`src/hdl/igp_pkg.sv`:
```
package igp_pkg;

   // Host-side timing, in nanoseconds as documented
   localparam int unsigned CLK_PERIOD_NS        = 10;
   localparam int unsigned BLANKING_INTERVAL_NS = 3000;
   localparam int unsigned MIN_ON_PULSE_NS      = 2000;
   localparam int unsigned MIN_OFF_LO_NS        = 2500;
   localparam int unsigned MIN_OFF_HI_NS        = 2900;

   // Least times round up to whole cycles
   localparam int unsigned BLANK_CYC =
      (BLANKING_INTERVAL_NS + CLK_PERIOD_NS - 1) / CLK_PERIOD_NS;
   localparam int unsigned MIN_ON_CYC =
      (MIN_ON_PULSE_NS + CLK_PERIOD_NS - 1) / CLK_PERIOD_NS;
   localparam int unsigned MIN_OFF_LO_CYC =
      (MIN_OFF_LO_NS + CLK_PERIOD_NS - 1) / CLK_PERIOD_NS;
   localparam int unsigned MIN_OFF_HI_CYC =
      (MIN_OFF_HI_NS + CLK_PERIOD_NS - 1) / CLK_PERIOD_NS;

   localparam int unsigned CNT_W   = 10;
   localparam int unsigned NPHASE  = 3;

   // Per-phase command from the PWM source
   typedef struct packed {
      logic hi_on;
      logic lo_on;
   } igp_cmd_t;

   // Per-phase gate drive to the power module
   typedef struct packed {
      logic hi_gate;
      logic lo_gate;
   } igp_gate_t;

   typedef enum logic [1:0] {
      IGP_OFF   = 2'b00,
      IGP_BLANK = 2'b01,
      IGP_ON_HI = 2'b11,
      IGP_ON_LO = 2'b10
   } igp_leg_t;

endpackage

```
`src/hdl/igp_leg.sv`:
```
`timescale 1ns/1ns
module igp_leg
   import igp_pkg::*;
#(
   parameter int unsigned BLANK  = BLANK_CYC,
   parameter int unsigned MINON  = MIN_ON_CYC,
   parameter int unsigned MINOFF = MIN_OFF_HI_CYC
) (
   // Clock and reset
   input  wire logic      clk,
   input  wire logic      rst_n,
   // Request and inhibit
   input  wire igp_cmd_t  req,
   input  wire logic      inhibit,
   // Gate outputs
   output igp_gate_t      gate
);

   // Refuse at elaboration counts the counter cannot hold
   if (BLANK < 1 || MINON < 1 || MINOFF < 1 ||
       BLANK >= (1 << CNT_W) || MINON >= (1 << CNT_W) ||
       MINOFF >= (1 << CNT_W)) begin : g_bad_count
      $error("igp_leg: timing count out of range");
   end

   localparam logic [CNT_W-1:0] BLANK_C  = CNT_W'(BLANK);
   localparam logic [CNT_W-1:0] MINON_C  = CNT_W'(MINON);
   localparam logic [CNT_W-1:0] MINOFF_C = CNT_W'(MINOFF);

   igp_leg_t         state_r;
   igp_leg_t         state_nxt;
   logic [CNT_W-1:0] cnt_r;
   logic [CNT_W-1:0] cnt_nxt;

   // Off time covers both blanking and least off width
   function automatic logic [CNT_W-1:0] off_len();
      return (BLANK_C > MINOFF_C) ? BLANK_C : MINOFF_C;
   endfunction

   always_comb begin
      state_nxt   = state_r;
      cnt_nxt     = (cnt_r != '0) ? cnt_r - 1'b1 : cnt_r;
      case (state_r)
         IGP_OFF: begin
            // Fresh rising ON edge always follows an OFF stay
            if (!inhibit && (req.hi_on ^ req.lo_on) && cnt_r == '0) begin
               state_nxt = req.hi_on ? IGP_ON_HI : IGP_ON_LO;
               cnt_nxt   = MINON_C;
            end
         end
         IGP_ON_HI, IGP_ON_LO: begin
            // Hold ON at least the minimum width unless inhibited
            if (inhibit || (cnt_r == '0 &&
                (state_r == IGP_ON_HI ? !req.hi_on : !req.lo_on))) begin
               state_nxt = IGP_BLANK;
               cnt_nxt   = off_len();
            end
         end
         IGP_BLANK: begin
            if (cnt_r == '0)
               state_nxt = IGP_OFF;
         end
         default: begin
            state_nxt = IGP_OFF;
            cnt_nxt   = '0;
         end
      endcase
   end

   always_ff @(posedge clk) begin
      if (!rst_n) begin
         state_r   <= IGP_OFF;
         cnt_r     <= '0;
      end else begin
         state_r   <= state_nxt;
         cnt_r     <= cnt_nxt;
      end
   end

   // Gate levels active high, registered
   always_ff @(posedge clk) begin
      if (!rst_n) begin
         gate <= '0;
      end else begin
         gate.hi_gate <= (state_nxt == IGP_ON_HI);
         gate.lo_gate <= (state_nxt == IGP_ON_LO);
      end
   end

endmodule

```
`src/hdl/igp_host.sv`:
```
// Summary of operation
// - Host leaves at least 3.0 us between one switch off and partner on.
// - Host makes every ON pulse at least 2.0 us wide, except where a fault cuts it short.
// - Host keeps OFF pulses at least 2.5 us, 2.9 us above 15 A.
// - Fault is active-low open drain; host pulls up, low means fault.
`timescale 1ns/1ns
module igp_host
   import igp_pkg::*;
#(
   parameter int unsigned PHASES         = NPHASE,
   parameter int unsigned HOLDOFF_CYC    = MIN_OFF_HI_CYC,
   parameter logic        HIGH_CURRENT   = 1'b1
) (
   // Clock and reset
   input  wire logic                clk,
   input  wire logic                rst_n,
   // PWM requests, one pair per phase
   input  wire igp_cmd_t [PHASES-1:0] pwm_req,
   // Gate drive to the module, active high
   output igp_gate_t [PHASES-1:0]  gate,
   // Fault pin of the module, open drain
   input  wire logic                fault_out_n_in,
   output logic                     fault_out_n_out,
   output logic                     fault_out_n_oe,
   // Status to the PWM source
   output logic                     fault_seen,
   output logic                     fault_event
);

   // Refuse at elaboration what the counters cannot hold
   if (PHASES < 1 || PHASES > 8) begin : g_bad_phases
      $error("igp_host: phase count out of range");
   end
   if (HOLDOFF_CYC < 1 || HOLDOFF_CYC >= (1 << CNT_W)) begin : g_bad_hold
      $error("igp_host: hold-off count out of range");
   end

   localparam logic [CNT_W-1:0] HOLD_C = CNT_W'(HOLDOFF_CYC);

   // Fault pin is only ever read; never pulled down by us
   assign fault_out_n_out = 1'b1;
   assign fault_out_n_oe  = 1'b1;

   logic             flt_s1_r;
   logic             flt_s2_r;
   logic             flt_d_r;
   logic             fault_seen_r;
   logic [CNT_W-1:0] hold_r;
   logic             fault_event_r;

   always_ff @(posedge clk) begin
      if (!rst_n) begin
         flt_s1_r <= 1'b1;
         flt_s2_r <= 1'b1;
      end else begin
         flt_s1_r <= fault_out_n_in;
         flt_s2_r <= flt_s1_r;
      end
   end

   // Low level on the pulled-up pin means fault
   always_ff @(posedge clk) begin
      if (!rst_n) begin
         flt_d_r       <= 1'b1;
         fault_event_r <= 1'b0;
      end else begin
         flt_d_r       <= flt_s2_r;
         fault_event_r <= flt_d_r & ~flt_s2_r;
      end
   end

   // Hold gates off through the fault and a short margin after it,
   // since the module's own latch needs a fresh edge anyway
   always_ff @(posedge clk) begin
      if (!rst_n) begin
         fault_seen_r <= 1'b0;
         hold_r       <= '0;
      end else if (!flt_s2_r) begin
         fault_seen_r <= 1'b1;
         hold_r       <= HOLD_C;
      end else if (hold_r != '0) begin
         hold_r       <= hold_r - 1'b1;
      end else begin
         fault_seen_r <= 1'b0;
      end
   end

   assign fault_seen  = fault_seen_r;
   assign fault_event = fault_event_r;

   logic inhibit;
   assign inhibit = fault_seen_r | ~flt_s2_r;

   // Each leg drops to off on fault, then needs a request to come
   // back, which the module sees as the fresh rising ON edge
   genvar gi;
   generate
      for (gi = 0; gi < PHASES; gi++) begin : g_leg
         igp_leg #(
            .BLANK  (BLANK_CYC),
            .MINON  (MIN_ON_CYC),
            .MINOFF (HIGH_CURRENT ? MIN_OFF_HI_CYC : MIN_OFF_LO_CYC)
         ) u_leg (
            .clk     (clk),
            .rst_n   (rst_n),
            .req     (pwm_req[gi]),
            .inhibit (inhibit),
            .gate    (gate[gi])
         );
      end
   endgenerate

endmodule

```
`config.mk`:
```
export PLATFORM = sky130hd
export DESIGN_NAME = igp_host
export DESIGN_NICKNAME = d
export VERILOG_FILES = /design/src/hdl/igp_pkg.sv /design/src/hdl/igp_leg.sv /design/src/hdl/igp_host.sv
export SDC_FILE = /design/constraint.sdc
export NUM_CORES = 1
export LEC_CHECK = 0
export BUFFER_PORTS_ARGS = -buffer_cell sky130_fd_sc_hd__clkbuf_2
export CAP_MARGIN = 20
export CORE_MARGIN = 2
export CORE_UTILIZATION = 27
export CTS_BUF_LIST = sky130_fd_sc_hd__clkbuf_2 sky130_fd_sc_hd__clkbuf_4 sky130_fd_sc_hd__clkbuf_8
export DETAILED_ROUTE_END_ITERATION = 16
export GPL_ROUTABILITY_DRIVEN = 0
export PLACE_DENSITY = 0.53
export SETUP_SLACK_MARGIN = 0.5
export SYNTH_ARGS = -nofsm -noshare
export SYNTH_HDL_FRONTEND = slang
export SYNTH_HIERARCHICAL = 1
export SYNTH_SLANG_ARGS = --single-unit
```
`constraint.sdc`:
```
create_clock -name clk -period 3.9 [get_ports clk]
set_clock_uncertainty 0.15 [all_clocks]
set_input_delay 0.585 -clock clk [delete_from_list [all_inputs] [get_ports clk]]
set_output_delay 0.585 -clock clk [all_outputs]
set_load 0.05 [all_outputs]
```
==> results of run 1 <==
==> per-layer routing <==
layer / global-route usage [%] / share of wire, % / vias to the layer above
li1: - / - / 1323
met1: 15.7 / 49 / 1271
met2: 19.7 / 46 / 57
met3: 2.51 / 3.5 / 4
met4: 5.06 / 1.4 / 0
met5: 0 / 0 / -
==> registers in the layout, summed over array words and instances, names as in the netlist <==
signal,count
fault_event,1
g_leg.u_leg/cnt_r,30
flt_s2_r,1
g_leg.u_leg/gate,6
flt_s1_r,1
hold_r,10
flt_d_r,1
g_leg.u_leg/state_r,6
fault_seen,1
==> final timing paths <==
kind | to | slack, ns | depth (start not counted)
worst max-delay path | g_leg[1].u_leg/cnt_r[1] | 1.52 | 6
worst max register to register | g_leg[1].u_leg/cnt_r[1] | 1.52 | 6
worst min-delay path | flt_s2_r | 0.26 | 1
worst min register to register | flt_s2_r | 0.26 | 1
==> kinds of logic after synthesis <==
kind of cell             Yosys count  share of synthesized area [%]
buffers and inverters             23                           3.27
AND/OR/NAND/NOR                  155                           30.0
AO/OA/AOI/OAI                     78                           19.7
multiplexers                      10                           3.48
XOR/XNOR                          12                           3.52
adder cells (fa/ha/maj)            4                           1.68
flip-flops                        57                           38.2
other                              1                          0.126
==> cells in the final DEF (no fill, tap or decap), types with 4 or more instances in the layout <==
| cell type | netlist | layout |
|---|---|---|
| dfxtp_1 | 57 | 57 |
| nor2_1 | 28 | 28 |
| nand2_1 | 26 | 26 |
| a21oi_1 | 17 | 17 |
| nor4_1 | 16 | 16 |
| clkbuf_2 | 0 | 16 |
| inv_1 | 13 | 13 |
| nor3_1 | 12 | 12 |
| nand2b_1 | 11 | 11 |
| clkbuf_8 | 0 | 10 |
| o21ai_1 | 9 | 9 |
| o21ai_0 | 8 | 8 |
| or4_1 | 7 | 7 |
| mux2i_1 | 7 | 7 |
| xor2_1 | 7 | 7 |
| a31oi_1 | 7 | 7 |
| nor2b_1 | 6 | 6 |
| nor4b_1 | 6 | 6 |
| or2_2 | 6 | 6 |
| a211oi_1 | 6 | 6 |
| or3_1 | 6 | 6 |
| and3_1 | 5 | 5 |
| xnor2_1 | 5 | 5 |
| nand3_1 | 5 | 5 |
| nand4_1 | 4 | 4 |
| or4b_1 | 4 | 4 |
| nand3b_1 | 4 | 4 |
| ha_1 | 4 | 4 |
| clkinv_2 | 0 | 4 |
==> power groups by stage <==
| stage | Clock [mW] | Sequential, mW | Combinational (mW) |
|---|---|---|---|
| 6_report | 0.552 | 0.958 | 1.32 |
| 5_1_grt | 0.597 | 0.992 | 1.49 |
| 4_1_cts | 0.571 | 0.954 | 1.32 |
| 3_5_place_dp | 0 | 0.966 | 1.30 |
| 3_3_place_gp | 0 | 0.968 | 1.30 |
| 2_1_floorplan | 0 | 0.941 | 1.08 |
==> layout make-up <==
| cell class | instances | area (sq um) | area share, % |
|---|---|---|---|
| multi-input cells | 261 | 1750 | 51.6 |
| flip-flops and latches | 57 | 1140 | 33.6 |
| well taps | 140 | 175 | 5.16 |
| clock buffers | 10 | 138 | 4.06 |
| repair buffers | 16 | 80.1 | 2.36 |
| clock inverters | 6 | 57.6 | 1.70 |
| inverters | 13 | 48.8 | 1.44 |
==> per-stage QoR <==
stage                     area [sq um]  setup slack [ns]  hold slack (ns)
after floorplan                   2990              1.79            0.236
final                             3390              1.52            0.261
after global routing              3390              1.37            0.273
after CTS                         3390              1.53            0.265
after global placement            3200              1.54            0.239
after detailed placement          3200              1.55            0.247
==> run summary, run 1 <==
TritonCTS clock tree: built
Fmax: 420 MHz
Critical Path Start Type: register
Largest net degree at the start of global routing: 26
DP HPWL: 4570 um
Crit Path Max Fanout: 8
Worst EP arrival: 2.45 ns
Gr ovfl total: 0
Setup bufs post-CTS: 0
Worst vdd ir: 355 uV
Clock sink total: 57
Main area contributors after synthesis: dfxtp_1 (38%), nor2_1 (3.5%), nor4_1 (3.4%)
Post-synth top flop: dfxtp_1
Std-Cell Rows: 38
Slew headroom: 56.2%
Drt wl/cell: 13.4 um
Number of remaining DRC errors: 0
Post-Syn Area: 2990 sq um
Initial core utilization: 27.7%
Final core occ: 31.4%
Layout cells sized above 1: 14.9%
Data required, critical path: 3.97 ns
Io pins: 19
Worst Setup SP: g_leg[1].u_leg/cnt_r[0]
Quantity of gates resized following cts: 0
P_leak: 1.27 nW
Final setup fails: 0
Max Slew Vio Count: 0
Die area: 11900 sq um
Clk root buf: clkbuf_8
Fin crit share: 61.0%
H-tree depth: 3
P&R area growth vs syn: 13.6%
Vias/cell: 5.28
Post-Syn Instances: 340
TritonRoute pass-1 iters: 4
CTS Hold Bufs: 0
Clk pwr share: 19.5%
Worst-margin pin slew: 0.651 ns
Most common cell in the netlist: dfxtp_1
Sequential share of power: 33.9%
Final setup TNS: 0 ns
Die X: 109 um
Vias in the first global route: 2515
CP endpoint kind: register
EDFF count, synth: 0
Post-Route WL: 6740 um
Placed insts: 487
Worst-Skew Late Latency: 0.33 ns
Core box area: 10800 sq um
First-pass GRT wire length: 11600 um
Max-Cap Viols: 0
Status: completed
Crit path max-delay cell type: or4b_1
Critical path buffer and inverter count: 1
Min Tclk post-route: 2.38 ns
Hold path startpoint: flt_s1_r
Initial antenna violation count: 0
Synth Warn #: 6
Final Hold Fails: 0
Synth area leader: dfxtp_1
Hold crit path type: register to register
Synth cell count leaders: dfxtp_1 (57), nor2_1 (28), nand2_1 (26)
Yosys cell types: 51
P_sw: 1.19 mW
Die height: 109 um
I/O Buffers: 16
Asr flop ratio synth: 0%
Ant diodes: 0
GRT Util Overall: 12.2%
Sw Share: 42.1%
Final Non-Filler Cells: 503
Post-synthesis register bit count: 57
Crit path cell chain: inv_1 -> ha_1 -> or4b_1 -> o41a_1 -> nand3_1 -> a211oi_1
Routed Antenna Nets: 0
CTS buffer count: 9
Share of the synthesized area in the top cell type: 38.2%
RSZ-0062 raised after global routing: false
Setup CP Type: register to register
Routed vias: 2655
Clk slew on worst S/H paths: 0.07 ns
Crit-path leading delay family: simple AND/OR/NAND/NOR gates
Delay of the slowest cell on the worst path: 0.58 ns
Comb pwr share: 46.6%
Filler cells: 1120
Overall Power: 2.83 mW
Clock Path Buffers: 2
Drt initial violations: 124
FF-to-FF Start: g_leg[1].u_leg/cnt_r[0]
Pwr dens: 834 nW/um^2
Nets@finish: 371
Seq/Total Area, Yosys: 38.2%
Int Power: 1.64 mW
Avg Cell Area, Syn: 8.78 sq um
Note: power is estimated with default switching activity, not from simulation.
==> inputs of run 2 (changes only) <==
--- a/config.mk
+++ b/config.mk
@@ -5,6 +5,7 @@
 export SDC_FILE = /design/constraint.sdc
 export NUM_CORES = 1
 export LEC_CHECK = 0
+export ABC_AREA = 1
 export BUFFER_PORTS_ARGS = -buffer_cell sky130_fd_sc_hd__clkbuf_2
 export CAP_MARGIN = 20
 export CORE_MARGIN = 2
@@ -12,7 +13,7 @@
 export CTS_BUF_LIST = sky130_fd_sc_hd__clkbuf_2 sky130_fd_sc_hd__clkbuf_4 sky130_fd_sc_hd__clkbuf_8
 export DETAILED_ROUTE_END_ITERATION = 16
 export GPL_ROUTABILITY_DRIVEN = 0
-export PLACE_DENSITY = 0.53
+export PLACE_DENSITY = 0.54
 export SETUP_SLACK_MARGIN = 0.5
 export SYNTH_ARGS = -nofsm -noshare
 export SYNTH_HDL_FRONTEND = slang
==> constraint.sdc (replaced) <==
create_clock -name clk -period 2.11 [get_ports clk]
set_clock_uncertainty 0.15 [all_clocks]
set_input_delay 0.3165 -clock clk [delete_from_list [all_inputs] [get_ports clk]]
set_output_delay 0.3165 -clock clk [all_outputs]
set_load 0.05 [all_outputs]
==> run summary, run 2 <==
Status: completed (unchanged)
Worst-Skew Late Latency: 0.33 ns (about the same)
Post-synthesis register bit count: 57 (unchanged)
Max Slew Vio Count: 0 (unchanged)
Main area contributors after synthesis: dfxtp_1 (37%), nand2_1 (14%), nor2_1 (8.5%) (was dfxtp_1 (38%), nor2_1 (3.5%), nor4_1 (3.4%))
GRT Util Overall: 10.8% (was 12.2%)
Fmax: 639 MHz (was 420 MHz)
Core box area: 11000 sq um (was 10800 sq um)
Vias/cell: 4.37 (was 5.28)
Avg Cell Area, Syn: 7.01 sq um (was 8.78 sq um)
Gr ovfl total: 0 (unchanged)
TritonCTS clock tree: built (unchanged)
Layout cells sized above 1: 31.7% (was 14.9%)
Clock Path Buffers: 2 (unchanged)
Data required, critical path: 2.22 ns (was 3.97 ns)
Post-Route WL: 6700 um (was 6740 um)
Setup CP Type: register to register (unchanged)
Final setup fails: 0 (unchanged)
RSZ-0062 raised after global routing: true (was false)
Most common cell after layout, fill and taps aside: nand2_1 (was dfxtp_1)
Number of remaining DRC errors: 0 (unchanged)
Pre-CTS worst setup slack: 0.265 ns (was 1.55 ns)
Worst vdd ir: 593 uV (was 355 uV)
Share of the synthesized area in the top cell type: 37.1% (was 38.2%)
P_leak: 1.96 nW (was 1.27 nW)
CP dominant cell by count: buf_6
Synth cell count leaders: nand2_1 (118), nor2_1 (70), dfxtp_1 (57) (was dfxtp_1 (57), nor2_1 (28), nand2_1 (26))
Final Hold Fails: 0 (unchanged)
Die X: 111 um (was 109 um)
Synth Warn #: 6 (unchanged)
Initial antenna violation count: 0 (unchanged)
Number of flip-flops in the largest register: 30 (unchanged)
Critical Path Start Type: register (unchanged)
Slew headroom: 61.0% (was 56.2%)
Max-Cap Viols: 0 (unchanged)
EDFF count, synth: 0 (unchanged)
Post-route setup slack: 0.545 ns (was 1.52 ns)
Drt initial violations: 70 (was 124)
Io pins: 19 (unchanged)
Crit-path leading delay family: simple AND/OR/NAND/NOR gates (unchanged)
Clock sink total: 57 (unchanged)
P&R area growth vs syn: 26.6% (was 13.6%)
Ant diodes: 0 (unchanged)
Worst-margin pin slew: 0.585 ns (was 0.651 ns)
Largest net degree at the start of global routing: 21 (was 26)
Critical path buffer and inverter count: 3 (was 1)
Sw Share: 45.2% (was 42.1%)
Crit path cell chain: inv_2 -> ha_4 -> nand2_4 -> nor2_4 -> buf_6 -> buf_6 -> xor2_1 -> nand2_1 -> a21oi_2 (was inv_1 -> ha_1 -> or4b_1 -> o41a_1 -> nand3_1 -> a211oi_1)
Clk slew on worst S/H paths: 0.07 ns (about the same)
Most common cell in the netlist: nand2_1 (was dfxtp_1)
Final core occ: 35.4% (was 31.4%)
CTS buffer count: 9 (unchanged)
Std-Cell Rows: 38 (unchanged)
Min Tclk post-route: 1.57 ns (was 2.38 ns)
TritonRoute pass-1 iters: 4 (unchanged)
Yosys cell types: 28 (was 51)
Sequential share of power: 27.4% (was 33.9%)
Clk root buf: clkbuf_8 (unchanged)
Worst r2r path cells: 9 (was 6)
First-pass GRT wire length: 11200 um (was 11600 um)
DP HPWL: 4480 um (was 4570 um)
Nets@finish: 500 (was 371)
Routed Antenna Nets: 0 (unchanged)
Int Power: 3.60 mW (was 1.64 mW)
Final Non-Filler Cells: 632 (was 503)
H-tree depth: 3 (unchanged)
R2R Path End: g_leg[0].u_leg/cnt_r[8] (was g_leg[1].u_leg/cnt_r[1])
Crit path max-delay cell type: dfxtp_2 (was or4b_1)
Most frequent cells in the layout: nand2_1 (109), nor2_1 (63), dfxtp_1 (52) (was dfxtp_1 (57), nor2_1 (28), nand2_1 (26))
Die area: 12300 sq um (was 11900 sq um)
Asr flop ratio synth: 0% (unchanged)
Worst EP arrival: 1.68 ns (was 2.45 ns)
Post-Syn Area: 3080 sq um (was 2990 sq um)
I/O Buffers: 16 (unchanged)
Crit Path Max Fanout: 4 (was 8)
Filler cells: 1142 (was 1120)
Placed insts: 594 (was 487)
Routed vias: 2764 (was 2655)
Pwr dens: 1690 nW/um^2 (was 834 nW/um^2)
Post-Syn Instances: 439 (was 340)
Post-synth top flop: dfxtp_1 (unchanged)
Seq/Total Area, Yosys: 37.1% (was 38.2%)
Synth area leader: dfxtp_1 (unchanged)
Initial core utilization: 28.0% (was 27.7%)
FF-to-FF Start: g_leg[0].u_leg/cnt_r[1] (was g_leg[1].u_leg/cnt_r[0])
Final setup TNS: 0 ns (unchanged)
Clk pwr share: 15.7% (was 19.5%)
Die height: 111 um (was 109 um)
P_sw: 2.96 mW (was 1.19 mW)
CP endpoint: g_leg[0].u_leg/cnt_r[8] (was g_leg[1].u_leg/cnt_r[1])
Hold crit path type: input port to register (was register to register)
Fin crit share: 74.2% (was 61.0%)
Worst Setup SP: g_leg[0].u_leg/cnt_r[1] (was g_leg[1].u_leg/cnt_r[0])
CP endpoint kind: register (unchanged)
Delay of the slowest cell on the worst path: 0.32 ns (was 0.58 ns)
Drt wl/cell: 10.6 um (was 13.4 um)
Biggest regs: g_leg.u_leg/cnt_r x30, hold_r x10 (unchanged)
Reg with most FFs: g_leg.u_leg/cnt_r (unchanged)
Vias in the first global route: 2546 (was 2515)
Reg2reg setup slack: 0.54 ns (was 1.52 ns)
Worst path depth: 9 (was 6)
Comb pwr share: 56.9% (was 46.6%)
run 2: cell types whose count changed in the layout (fill, tap and decap cells not counted), moves of 17 or more:
cell     change
nand2_2     +18
nor2_2      +17
inv_1       +31
nand2_1     +83
nor2_1      +35
buf_4       +19
run 2: layout make-up:
type	instances	area (sq um)	area share [%]
Multi-Input combinational cell	327	1900	48.9
Timing Repair Buffer	38	256	6.59
Clock buffer	11	145	3.73
Clock inverter	5	55.1	1.41
Inverter	54	209	5.37
Tap cell	140	175	4.50
Sequential cell	57	1150	29.5
run 2: cell families after synthesis:
group	Yosys count	share of synthesized area, %
other cells	1	0.122
xor+xnor	18	5.86
buf+inv	59	8.30
compound gates	26	4.35
fa+ha+maj	4	1.63
simple gates	274	42.6
flops	57	37.1
run 2: power groups by stage:
stage / clock [mW] / combinational [mW] / sequential (mW)
2_1_floorplan: 0 / 2.58 / 1.78
3_3_place_gp: 0 / 2.97 / 1.78
3_5_place_dp: 0 / 3.01 / 1.78
4_1_cts: 1.07 / 3.32 / 1.77
5_1_grt: 1.11 / 4.25 / 1.85
6_report: 1.03 / 3.74 / 1.80
run 2: per-layer routing:
layer  track usage [%]  wire length [um]  vias to the layer above
li1                  -                 -                     1451
met1              14.1              3330                     1268
met2              17.3              3120                       36
met3              2.73               174                        9
met4              3.92                76                        0
met5                 0                 0                        -
run 2: how the worst min path moves through the flow:
stage | start | end | depth (start not counted)
after CTS | fault_out_n_in | flt_s1_r | 2
after floorplan | rst_n | flt_d_r | 1
final | fault_out_n_in | flt_s1_r | 2
after detailed placement | flt_s1_r | flt_s2_r | 1
after global routing | fault_out_n_in | flt_s1_r | 2
after global placement | flt_s1_r | flt_s2_r | 1
run 2: what timing repair did:
action,in CTS,in global routing
hold buffers,0,0
buffers inserted,10,9
setup endpoints to repair,35,38
gates resized for setup,17,46
gates cloned,1,2
pin swaps,4,11
hold endpoints to repair,0,0
run 2: worst register-to-register path, stage by stage, from the launching register on:
cell and delay [ns]:
dfxtp_2 0.32, inv_2 0.07, ha_4 0.15, nand2_4 0.06, nor2_4 0.20, buf_6 0.13
buf_6 0.08, xor2_1 0.13, nand2_1 0.08, a21oi_2 0.13
run 2: through the flow:
| step | total power, mW | hold slack (ns) | area (sq um) |
|---|---|---|---|
| after floorplan | 4.36 | 0.236 | 3080 |
| after global placement | 4.74 | 0.252 | 3310 |
| after detailed placement | 4.79 | 0.253 | 3310 |
| after CTS | 6.16 | 0.00216 | 3660 |
| after global routing | 7.21 | 0.0163 | 3890 |
| final | 6.56 | 0.0200 | 3890 |
